**src/include/cpp_pkg.sv**
```systemverilog
package cpp_pkg;

  localparam int APB_AW = 12;
  localparam int APB_DW = 32;

  // register indices; the byte address is four times the index
  localparam logic [APB_AW-1:0] IDX_CTRL = 12'h0089;
  localparam logic [APB_AW-1:0] IDX_PSP_DATA = 12'h0008;
  localparam logic [APB_AW-1:0] IDX_PIN_PORT = 12'h0009;
  localparam logic [APB_AW-1:0] IDX_IRQ_STAT = 12'h0010;
  localparam logic [APB_AW-1:0] IDX_IRQ_MASK = 12'h0011;
  localparam logic [APB_AW-1:0] ADDR_CTRL = IDX_CTRL << 2;
  localparam logic [APB_AW-1:0] ADDR_PSP_DATA = IDX_PSP_DATA << 2;
  localparam logic [APB_AW-1:0] ADDR_PIN_PORT = IDX_PIN_PORT << 2;
  localparam logic [APB_AW-1:0] ADDR_IRQ_STAT = IDX_IRQ_STAT << 2;
  localparam logic [APB_AW-1:0] ADDR_IRQ_MASK = IDX_IRQ_MASK << 2;

  // control register fields
  localparam int CTRL_IBF = 7;
  localparam int CTRL_OBF = 6;
  localparam int CTRL_INPUT_OVERFLOW_FLAG = 5;
  localparam int CTRL_MODE = 4;
  localparam int CTRL_DIR_HI = 2;
  localparam int PIN_RD = 0;
  localparam int PIN_WR = 1;
  localparam int PIN_SEL = 2;
  localparam logic [2:0] DIR_RESET = 3'h7;

  // interrupt status / mask fields
  localparam int IRQ_RX = 0;
  localparam int IRQ_TX = 1;
  localparam int IRQ_OVF = 2;

  localparam int NPIN = 3;
  localparam int DW = 8;
  localparam int SYNC_W = NPIN + DW;

  typedef enum logic [2:0] {
    CPP_REG_NONE = 3'b000,
    CPP_REG_CTRL = 3'b001,
    CPP_REG_DATA = 3'b010,
    CPP_REG_PIN = 3'b011,
    CPP_REG_STAT = 3'b100,
    CPP_REG_MASK = 3'b101
  } cpp_reg_t;

  typedef struct packed {
    logic [NPIN-1:0] dir;
    logic mode;
    logic input_buffer_full_flag;
    logic output_buffer_full_flag;
    logic input_overflow_flag;
    logic [NPIN-1:0] pin_lat;
    logic [DW-1:0] in_word;
    logic [DW-1:0] out_word;
    logic [2:0] irq_stat;
    logic [2:0] irq_mask;
    logic [APB_DW-1:0] prdata;
    logic pslverr;
    logic rd_act;
    logic wr_act;
  } cpp_state_t;

  localparam cpp_state_t STATE_RESET = '{
    dir: DIR_RESET, mode: 1'b0, input_buffer_full_flag: 1'b0, output_buffer_full_flag: 1'b0, input_overflow_flag: 1'b0,
    pin_lat: 3'h0, in_word: 8'h00, out_word: 8'h00,
    irq_stat: 3'h0, irq_mask: 3'h0, prdata: 32'h0000_0000,
    pslverr: 1'b0, rd_act: 1'b0, wr_act: 1'b0};

  typedef struct packed {
    logic [SYNC_W-1:0] s1;
    logic [SYNC_W-1:0] s2;
    logic [SYNC_W-1:0] s3;
    logic [SYNC_W-1:0] lvl;
  } cpp_sync_state_t;

  // pin group that leaves the block: levels plus active-low enables
  typedef struct packed {
    logic [NPIN-1:0] ctl_out;
    logic [NPIN-1:0] ctl_oe_n;
    logic [DW-1:0] data_out;
    logic [DW-1:0] data_oe_n;
  } cpp_pins_t;

endpackage

```
**src/hdl/cpp_port.sv**
```systemverilog
`timescale 1ns/1ps
`default_nettype none
// Functional notes
// - each control pin individually input or output
// - mode bit 4 makes pins strobe inputs
// - input full flag bit 7 marks unread word
// - overflow bit 5 on write over unread
// - overflow stays until software writes zero
// - direction bits 2,1,0: select, write, read
// - one register: mode, flags and directions
module cpp_port (
  // clock and reset
  input wire logic ref_clk,
  input wire logic rst,
  // apb slave
  input wire logic psel,
  input wire logic penable,
  input wire logic pwrite,
  input wire logic [cpp_pkg::APB_AW-1:0] paddr,
  input wire logic [cpp_pkg::APB_DW-1:0] pwdata,
  input wire logic [3:0] pstrb,
  output logic [cpp_pkg::APB_DW-1:0] prdata,
  output logic pready,
  output logic pslverr,
  // control pins: read strobe, write strobe, select
  input wire logic [cpp_pkg::NPIN-1:0] control_pin_in,
  output logic [cpp_pkg::NPIN-1:0] control_pin_out,
  output logic [cpp_pkg::NPIN-1:0] control_pin_oe_n,
  // parallel data pins
  input wire logic [cpp_pkg::DW-1:0] parallel_data_in,
  output logic [cpp_pkg::DW-1:0] parallel_data_out,
  output logic [cpp_pkg::DW-1:0] parallel_data_oe_n,
  // interrupt
  output logic irq
);

  cpp_pkg::cpp_state_t st_ff;
  cpp_pkg::cpp_state_t nxt_st;
  cpp_pkg::cpp_pins_t pins;
  logic [cpp_pkg::SYNC_W-1:0] sync_lvl;
  logic [cpp_pkg::NPIN-1:0] pin_lvl;
  logic [cpp_pkg::DW-1:0] data_lvl;

  function automatic cpp_pkg::cpp_reg_t decode(input logic [cpp_pkg::APB_AW-1:0] a);
    case (a)
      cpp_pkg::ADDR_CTRL: decode = cpp_pkg::CPP_REG_CTRL;
      cpp_pkg::ADDR_PSP_DATA: decode = cpp_pkg::CPP_REG_DATA;
      cpp_pkg::ADDR_PIN_PORT: decode = cpp_pkg::CPP_REG_PIN;
      cpp_pkg::ADDR_IRQ_STAT: decode = cpp_pkg::CPP_REG_STAT;
      cpp_pkg::ADDR_IRQ_MASK: decode = cpp_pkg::CPP_REG_MASK;
      default: decode = cpp_pkg::CPP_REG_NONE;
    endcase
  endfunction

  function automatic logic [7:0] ctrl_image(input cpp_pkg::cpp_state_t s);
    logic [7:0] v;
    v = 8'h00;
    v[cpp_pkg::CTRL_IBF] = s.input_buffer_full_flag;
    v[cpp_pkg::CTRL_OBF] = s.output_buffer_full_flag;
    v[cpp_pkg::CTRL_INPUT_OVERFLOW_FLAG] = s.input_overflow_flag;
    v[cpp_pkg::CTRL_MODE] = s.mode;
    v[cpp_pkg::CTRL_DIR_HI:0] = s.dir; // bit 3 stays zero
    ctrl_image = v;
  endfunction

  // strobes and data bus arrive from outside this clock domain
  cpp_sync u_sync (
    .ref_clk(ref_clk),
    .rst(rst),
    .async_in({parallel_data_in, control_pin_in}),
    .level_out(sync_lvl)
  );

  assign pin_lvl = sync_lvl[cpp_pkg::NPIN-1:0];
  assign data_lvl = sync_lvl[cpp_pkg::SYNC_W-1:cpp_pkg::NPIN];

  logic selected;
  logic rd_now;
  logic wr_now;
  logic rd_done;
  logic wr_done;
  logic setup;
  logic access;
  logic wr_ok;
  cpp_pkg::cpp_reg_t rsel;

  // strobes and select are active low and only count in slave port mode
  assign selected = st_ff.mode && !pin_lvl[cpp_pkg::PIN_SEL];
  assign rd_now = selected && !pin_lvl[cpp_pkg::PIN_RD];
  assign wr_now = selected && !pin_lvl[cpp_pkg::PIN_WR];
  // a transfer completes when its strobe (or select) is released
  // a master that drops select before the strobe still completes its word,
  // since selected falls and takes the strobe term with it
  assign rd_done = st_ff.rd_act && !rd_now;
  assign wr_done = st_ff.wr_act && !wr_now;

  assign setup = psel && !penable;
  assign access = psel && penable;
  assign rsel = decode(paddr);
  // every register lives in byte lane 0; the other lanes are ignored
  assign wr_ok = access && pwrite && pstrb[0];

  always_comb begin
    logic [7:0] wb;
    logic [2:0] ev;
    wb = pwdata[7:0];
    ev = 3'h0;
    nxt_st = st_ff;
    nxt_st.rd_act = rd_now;
    nxt_st.wr_act = wr_now;

    // read data and error are registered in the setup cycle
    // so the access phase never waits on the address decode
    if (setup) begin
      nxt_st.pslverr = (rsel == cpp_pkg::CPP_REG_NONE);
      case (rsel)
        cpp_pkg::CPP_REG_CTRL: nxt_st.prdata = {24'h00_0000, ctrl_image(st_ff)};
        cpp_pkg::CPP_REG_DATA: nxt_st.prdata = {24'h00_0000, st_ff.in_word};
        cpp_pkg::CPP_REG_PIN: nxt_st.prdata = {29'h0000_0000, pin_lvl};
        cpp_pkg::CPP_REG_STAT: nxt_st.prdata = {29'h0000_0000, st_ff.irq_stat};
        cpp_pkg::CPP_REG_MASK: nxt_st.prdata = {29'h0000_0000, st_ff.irq_mask};
        default: nxt_st.prdata = 32'h0000_0000;
      endcase
    end

    // software side: clears first, hardware sets below win
    if (wr_ok) begin
      case (rsel)
        cpp_pkg::CPP_REG_CTRL: begin
          nxt_st.mode = wb[cpp_pkg::CTRL_MODE];
          nxt_st.dir = wb[cpp_pkg::CTRL_DIR_HI:0];
          // writing one leaves the flag as it is; only zero clears
          nxt_st.input_overflow_flag = st_ff.input_overflow_flag && wb[cpp_pkg::CTRL_INPUT_OVERFLOW_FLAG];
        end
        cpp_pkg::CPP_REG_DATA: begin
          nxt_st.out_word = wb;
          nxt_st.output_buffer_full_flag = 1'b1;
        end
        cpp_pkg::CPP_REG_PIN: begin
          nxt_st.pin_lat = wb[cpp_pkg::NPIN-1:0];
        end
        cpp_pkg::CPP_REG_STAT: begin
          nxt_st.irq_stat = st_ff.irq_stat & ~wb[2:0];
        end
        cpp_pkg::CPP_REG_MASK: begin
          nxt_st.irq_mask = wb[2:0];
        end
        default: begin
        end
      endcase
    end
    // cpu reading the received word empties the input buffer
    if (access && !pwrite && rsel == cpp_pkg::CPP_REG_DATA) begin
      nxt_st.input_buffer_full_flag = 1'b0;
    end

    // external read finished: output word taken, unless cpu refilled it now
    if (rd_done) begin
      if (!(wr_ok && rsel == cpp_pkg::CPP_REG_DATA)) begin
        nxt_st.output_buffer_full_flag = 1'b0;
      end
      ev[cpp_pkg::IRQ_TX] = 1'b1;
    end
    // external write finished: capture word, flag overflow if still unread
    // an unread word is still overwritten; the overflow flag and the IRQ_OVF status bit record the loss
    if (wr_done) begin
      nxt_st.in_word = data_lvl;
      nxt_st.input_buffer_full_flag = 1'b1;
      ev[cpp_pkg::IRQ_RX] = 1'b1;
      if (st_ff.input_buffer_full_flag) begin
        nxt_st.input_overflow_flag = 1'b1;
        ev[cpp_pkg::IRQ_OVF] = 1'b1;
      end
    end
    nxt_st.irq_stat = nxt_st.irq_stat | ev;
  end

  always_ff @(posedge ref_clk) begin
    if (rst) begin
      st_ff <= cpp_pkg::STATE_RESET;
    end else begin
      st_ff <= nxt_st;
    end
  end

  always_comb begin
    pins.ctl_out = st_ff.pin_lat;
    // in slave port mode the pins never drive, whatever the direction bits say
    if (st_ff.mode) begin
      pins.ctl_oe_n = {cpp_pkg::NPIN{1'b1}};
    end else begin
      pins.ctl_oe_n = st_ff.dir; // one means input
    end
    pins.data_out = st_ff.out_word;
    // drive lags the strobe by the synchroniser delay
    pins.data_oe_n = {cpp_pkg::DW{!st_ff.rd_act}};
  end

  assign control_pin_out = pins.ctl_out;
  assign control_pin_oe_n = pins.ctl_oe_n;
  assign parallel_data_out = pins.data_out;
  assign parallel_data_oe_n = pins.data_oe_n;

  assign prdata = st_ff.prdata;
  assign pslverr = st_ff.pslverr;
  // zero wait states: every access completes in its first access cycle
  assign pready = 1'b1;
  // level output: stays high until the status bit or its mask is cleared
  assign irq = |(st_ff.irq_stat & st_ff.irq_mask);

endmodule
`default_nettype wire

```
**src/hdl/cpp_sync.sv**
```systemverilog
`timescale 1ns/1ps
`default_nettype none
module cpp_sync (
  // clock and reset
  input wire logic ref_clk,
  input wire logic rst,
  // raw pin levels and filtered result
  input wire logic [cpp_pkg::SYNC_W-1:0] async_in,
  output logic [cpp_pkg::SYNC_W-1:0] level_out
);

  cpp_pkg::cpp_sync_state_t st_ff;
  cpp_pkg::cpp_sync_state_t nxt_st;

  always_comb begin
    nxt_st = st_ff;
    nxt_st.s1 = async_in;
    nxt_st.s2 = st_ff.s1;
    nxt_st.s3 = st_ff.s2;
    // a bit changes only once the second and third stage agree
    for (int i = 0; i < cpp_pkg::SYNC_W; i++) begin
      if (st_ff.s2[i] == st_ff.s3[i]) begin
        nxt_st.lvl[i] = st_ff.s3[i];
      end
    end
  end

  always_ff @(posedge ref_clk) begin
    if (rst) begin
      // strobes idle high: resetting to ones keeps a false strobe out of the first cycles
      st_ff <= '1;
    end else begin
      st_ff <= nxt_st;
    end
  end

  assign level_out = st_ff.lvl;

endmodule
`default_nettype wire

```
**config.mk**
```make
export PLATFORM = sky130hd
export DESIGN_NAME = cpp_port
export DESIGN_NICKNAME = d
export VERILOG_FILES = /design/src/include/cpp_pkg.sv /design/src/hdl/cpp_port.sv /design/src/hdl/cpp_sync.sv
export SDC_FILE = /design/constraint.sdc
export NUM_CORES = 1
export LEC_CHECK = 0
export BUFFER_PORTS_ARGS = -buffer_cell sky130_fd_sc_hd__buf_2
export CAP_MARGIN = 30
export CORE_ASPECT_RATIO = 0.7
export CORE_MARGIN = 1.5
export CORE_UTILIZATION = 50
export DETAILED_ROUTE_END_ITERATION = 10
export GPL_ROUTABILITY_DRIVEN = 0
export PLACE_DENSITY = 0.79
export SLEW_MARGIN = 10
export SYNTH_ARGS = -nofsm -noshare
export SYNTH_HDL_FRONTEND = slang
export SYNTH_HIERARCHICAL = 1
export SYNTH_SLANG_ARGS = --single-unit
```
**constraint.sdc**
```tcl
create_clock -name ref_clk -period 2.4 [get_ports ref_clk]
set_input_delay 0.12 -clock ref_clk [delete_from_list [all_inputs] [get_ports ref_clk]]
set_output_delay 0.12 -clock ref_clk [all_outputs]
set_load 0.01 [all_outputs]
```
## Yosys cells after proc, flatten, opt, wreduce, memory -nomap -nowiden

Cells that the tools add are included.
W data, S select, Z words.

| word-level totals | value |
|---|---|
| flip-flop bits (word level) | 111 |
| bits in latches | 0 |
| memory bits (writable) | 0 |
| ROM bits | 0 |
| input port bits | 64 |
| memories kept | 0 |

| cells by class | value |
|---|---|
| add/sub/neg operators | 0 |
| multipliers | 0 |
| divide/modulo/power cells | 0 |
| magnitude comparators | 0 |
| eq/ne operators | 21 |
| shift-type cells | 0 |
| muxes and demuxes | 20 |
| bitwise logic cells | 4 |
| reduce and logical (&&, ||, !) cells | 28 |

Operators with widths:

| operator | count |
|---|---|
| $pmux W8 S5 | 1 |
| $eq A12 B6 Y1 const B | 2 |
| $eq A12 B7 Y1 const B | 2 |
| $pmux W3 S5 | 1 |
| $logic_and A1 B1 Y1 | 13 |
| $eq A12 B10 Y1 const B | 1 |
| $mux W1 | 12 |
| $mux W3 | 4 |
| $eq A1 B1 Y1 | 11 |
| $logic_not A1 Y1 | 8 |
| $reduce_and A2 Y1 | 4 |
| $and A3 B3 Y3 | 2 |
| $eq A3 B2 Y1 const B | 2 |
| $eq A3 B3 Y1 const B | 2 |
| $mux W6 | 1 |
| $mux W5 | 1 |
| $eq A3 B1 Y1 const B | 1 |
| $logic_not A3 Y1 | 1 |
| $not A3 Y3 | 1 |
| $or A3 B3 Y3 | 1 |
| $reduce_or A3 Y1 | 1 |
| $reduce_bool A2 Y1 | 1 |

## Longest topological paths before layout

| logic depth | value |
|---|---|
| word-level depth | 7 |
| gate-level depth with buffers | 6 |
| mapped depth without buffers | 4 |

## Cells and area by module

The synthesis kept the hierarchy.

Modules (own cells, without submodules):

| module | instances | cells each | area each (sq um) |
|---|---|---|---|
| cpp_port | 1 | 268 | 2255.9 |
| cpp_sync | 1 | 125 | 1393.8 |

## Least setup slack after synthesis

OpenSTA, ideal clock, no wires.

| timing path | value |
|---|---|
| path kind | input port to flip-flop |
| from | in paddr[1] (netlist bit) |
| to | reg st_ff[64] (netlist bit) |
| arrival | 1714 ps |
| setup slack | 566 ps |
| stages on the path | 5 |
| buffers on the path | 2 |
| cells stage by stage | or4_1 -> buf_2 -> or4_4 -> buf_6 -> a211o_1 |

| between the ends | value |
|---|---|
| longest elaborated chain between the ends | 4 |
| elaborated cells between the ends (all ways) | 8 |
| those cells by class | 6 x eq/ne; 1 x mux; 1 x reduce/logical |

Ends and longest elaborated chain:

| what | line | source |
|---|---|---|
| from (decl) | cpp_port.sv:19 | `input wire logic [cpp_pkg::APB_AW-1:0] paddr,` |
| $eq A12 B7 Y1, or another cell as far along | cpp_port.sv:45 | `case (a)` |
| $pmux W3 S5 (*) | cpp_port.sv:45 |  |
| $eq A3 B1 Y1 (*) | cpp_port.sv:128 | `case (rsel)` |
| $reduce_and A2 Y1 (no source line) (*) | -- |  |
| to (signal assigned) | cpp_port.sv:180 | `st_ff <= cpp_pkg::STATE_RESET;` |
| to (signal assigned) | cpp_port.sv:182 | `st_ff <= nxt_st;` |
| to (decl) | cpp_port.sv:37 | `cpp_pkg::cpp_state_t st_ff;` |

Every way passes the cells marked *; elsewhere a longest branch is shown, timed or not.
A chain may end at the register's enable or synchronous reset.

## Final worst setup path

| timing path | value |
|---|---|
| from | in paddr[1] (netlist bit) |
| to | reg st_ff, in the netlist parallel_data_out[1] |

| between the ends | value |
|---|---|
| longest elaborated chain between the ends | 4 |
| elaborated cells between the ends (all ways) | 8 |
| those cells by class | 6 x eq/ne; 1 x mux; 1 x reduce/logical |

Ends and longest elaborated chain:

| what | line |
|---|---|
| $eq A12 B7 Y1, or another cell as far along | cpp_port.sv:45 |
| $pmux W3 S5 (*) | cpp_port.sv:45 |
| $eq A3 B2 Y1 (*) | cpp_port.sv:128 |
| $reduce_and A2 Y1 (no source line) (*) | -- |

Marks and branches as above.

==> flow_summary.toml <==
[status]
status = "complete, no violations"

[yosys]
syn_inst = 393
yosysUniqueCellTypes = 36
synth_commonest_cells = "dfxtp_1 (87), buf_4 (62), a21oi_1 (32)"
ys_ff_latch = 87
synth_area_mm2 = 0.00365
yosys-top-cells-area = "dfxtp_1 (48%), buf_4 (13%), or2_1 (5.0%)"
yosysTopAreaCell = "dfxtp_1"
yosys_warnings = 6
synth_top_area_share_pct = 47.7
async_flop_share_pct = 0
avgSynthCellArea_um2 = 9.29
yosysMostFrequentCell = "dfxtp_1"
synth_ff_type = "dfxtp_1"
synth-edff-count = 0
ys_seq_area_share_pct = 47.7

[setup_path]
required_ns = 2.64
criticalPathCategory = "input port to flop"
crit_fanout = 10
worstSetupEndpointType = "flop"
arrival_ns = 1.92
critPathMaxStageDelay_ns = 0.72
cpMostUsedCell = "or4_1"
slowest_stage = "or4_1"
worst-path-buf-inv = 1
cp-start-kind = "input port"
cpLargestDelayFamily = "simple AND/OR/NAND/NOR gates"
path_cells = "buf_2, or4_1, or4_1, o21ai_0, a21oi_1"

[sta]
maxSlewViolCount = 0
clock.fmax_ghz = 0.593
tns_ns = 0
slew_headroom_pct = 55.7
finalHoldViolCount = 0
min_period_ns = 1.69
setup-violations-final = 0
rsz0062_at_grt = "false"
min_period_over_period_pct = 70.2
finalClockSkew_ns = 0.0138
fin_ws_ns = 0.714
worst_slew_pin_slew_ns = 0.660

[global_routing]
grt_pass1_wl_um = 10000
grt_pass1_vias = 2210
grt_overflow = 0
grt_max_degree = 40
antenna_found_initial = 0
track_usage_pct = 16.6

[route]
drc = 0
avgRoutedWirePerCell_um = 12.1
ant_nets = 0
firstDrtPassIters = 5
totalWireLength_um = 6400
vias_per_cell = 4.94
drt_iter0_drc = 143
vias = 2622

[finish]
fillers = 613
n_antenna_cell = 0
fin_nets = 496
fin_area_mm2 = 0.00398
synthToLayoutAreaGrowth_pct = 9.02
stdcell_count = 531
drive_gt1_share_pct = 22.9

[placed_design]
portBuffers = 68
placed_area_mm2 = 0.00365
place_ws_ns = 0.400
dpl.cell_count = 503
dp_hpwl_um = 4500

[floorplan]
start_util_pct = 52.8
io_pins = 121
die_h_um = 74.5
coreArea_mm2 = 0.00691
die_w_um = 105
die-area_mm2 = 0.00783
fp-row-count = 25

[cts]
cts.clk_slew.worst_paths_ns = 0.08
cts_sinks = 87
clk-insertion-delay-late_ns = 0.35
htreeDepth = 3
tritoncts = "done"
cts_buffers = 9
cts_root_buf = "clkbuf_8"
clock_path_buffers = 2
postCtsSetupRepairBufs = 0

[power_and_ir_drop]
powerDensity_mw_per_mm2 = 670
leakage_nw = 1.61
peakVddDrop_uv = 310

[flow_run]
drv_cap = 0

[hold_path]
hold_class = "input port to flop"
==> worst register-to-register path, cell delays in order (launching register included) <==
cell,delay (ns)
dfxtp_1,0.46
nand2b_1,0.16
o21ai_1,0.56
nand2_1,0.11
a21oi_1,0.18
==> per-stage QoR <==
stage / power [W] / utilization [%] / hold WS, ns
after floorplan: 0.00162 / - / 0.217
after global placement: 0.00163 / 52.8 / 0.300
after detailed placement: 0.00164 / 52.8 / 0.299
after CTS: 0.00269 / 57.4 / 0.000819
after global routing: 0.00277 / 57.6 / 0.00330
final: 0.00267 / 57.6 / 0.0183
==> logic make-up after synthesis <==
group / synth area share (%)
buf+inv: 16.3
simple gates: 18.7
mux: 3.57
flops: 47.7
compound gates: 13.5
other cells: 0.206
==> placed cells by master, fill, tap and decap left out, drive strengths merged, types with 4 or more instances in the layout <==
| cell | instances |
|---|---|
| dfxtp | 87 |
| buf | 72 |
| or2 | 36 |
| a21oi | 32 |
| nor2 | 28 |
| nand2 | 25 |
| conb | 25 |
| o21ai | 21 |
| clkbuf | 14 |
| mux2i | 13 |
| dlygate4sd3 | 12 |
| o21bai | 11 |
| nand3 | 9 |
| a22oi | 8 |
| or4 | 6 |
| inv | 5 |
| nand2b | 4 |
| o22ai | 4 |
| nor3 | 4 |
==> metal layers <==
layer	global-route usage [%]	vias up	share of wire (%)
met2	24.8	99	43
met5	0	-	0
met3	5.70	12	7.9
met1	22.3	1178	47
met4	6.39	0	1.4
li1	-	1333	-
==> flip-flops by register name, summed over array words and instances, names as in the netlist <==
name	cells
u_sync/level_out	11
u_sync/nxt_st	22
st_ff	23
control_pin_out	3
parallel_data_out	8
prdata	8
u_sync/st_ff	11
pslverr	1
==> power by group <==
| part | internal (W) | total, W | leakage, nW | switching (W) |
|---|---|---|---|---|
| clock | 0.000568 | 0.00105 | 0.103 | 0.000479 |
| combinational | 0.0000627 | 0.000144 | 0.796 | 0.0000817 |
| sequential | 0.00147 | 0.00148 | 0.708 | 0.00000912 |
==> final cells by class <==
class,count,area [µm²],share of cell area [%]
clock buffers,14,173,4.34
clock inverters,2,37.5,0.943
inverters,5,18.8,0.472
multi-input cells,245,1400,35.2
flip-flops and latches,87,1740,43.8
well taps,94,118,2.96
repair buffers,84,490,12.3
==> final timing paths <==
kind / cells past startpoint / end / slack (ns) / from
max: 5 / parallel_data_out[1] / 0.71 / paddr[1]
max reg2reg: 4 / st_ff[52] / 0.85 / st_ff[63]
min: 3 / parallel_data_out[7] / 0.02 / pwdata[7]
min reg2reg: 1 / u_sync/nxt_st[14] / 0.41 / u_sync/nxt_st[25]
==> timing repair <==
item / in CTS / in global routing
hold buffers: 11 / 1
hold endpoints to repair: 11 / 1
gates resized for setup: 0 / 0
Note: power is estimated with default switching activity, not from simulation.
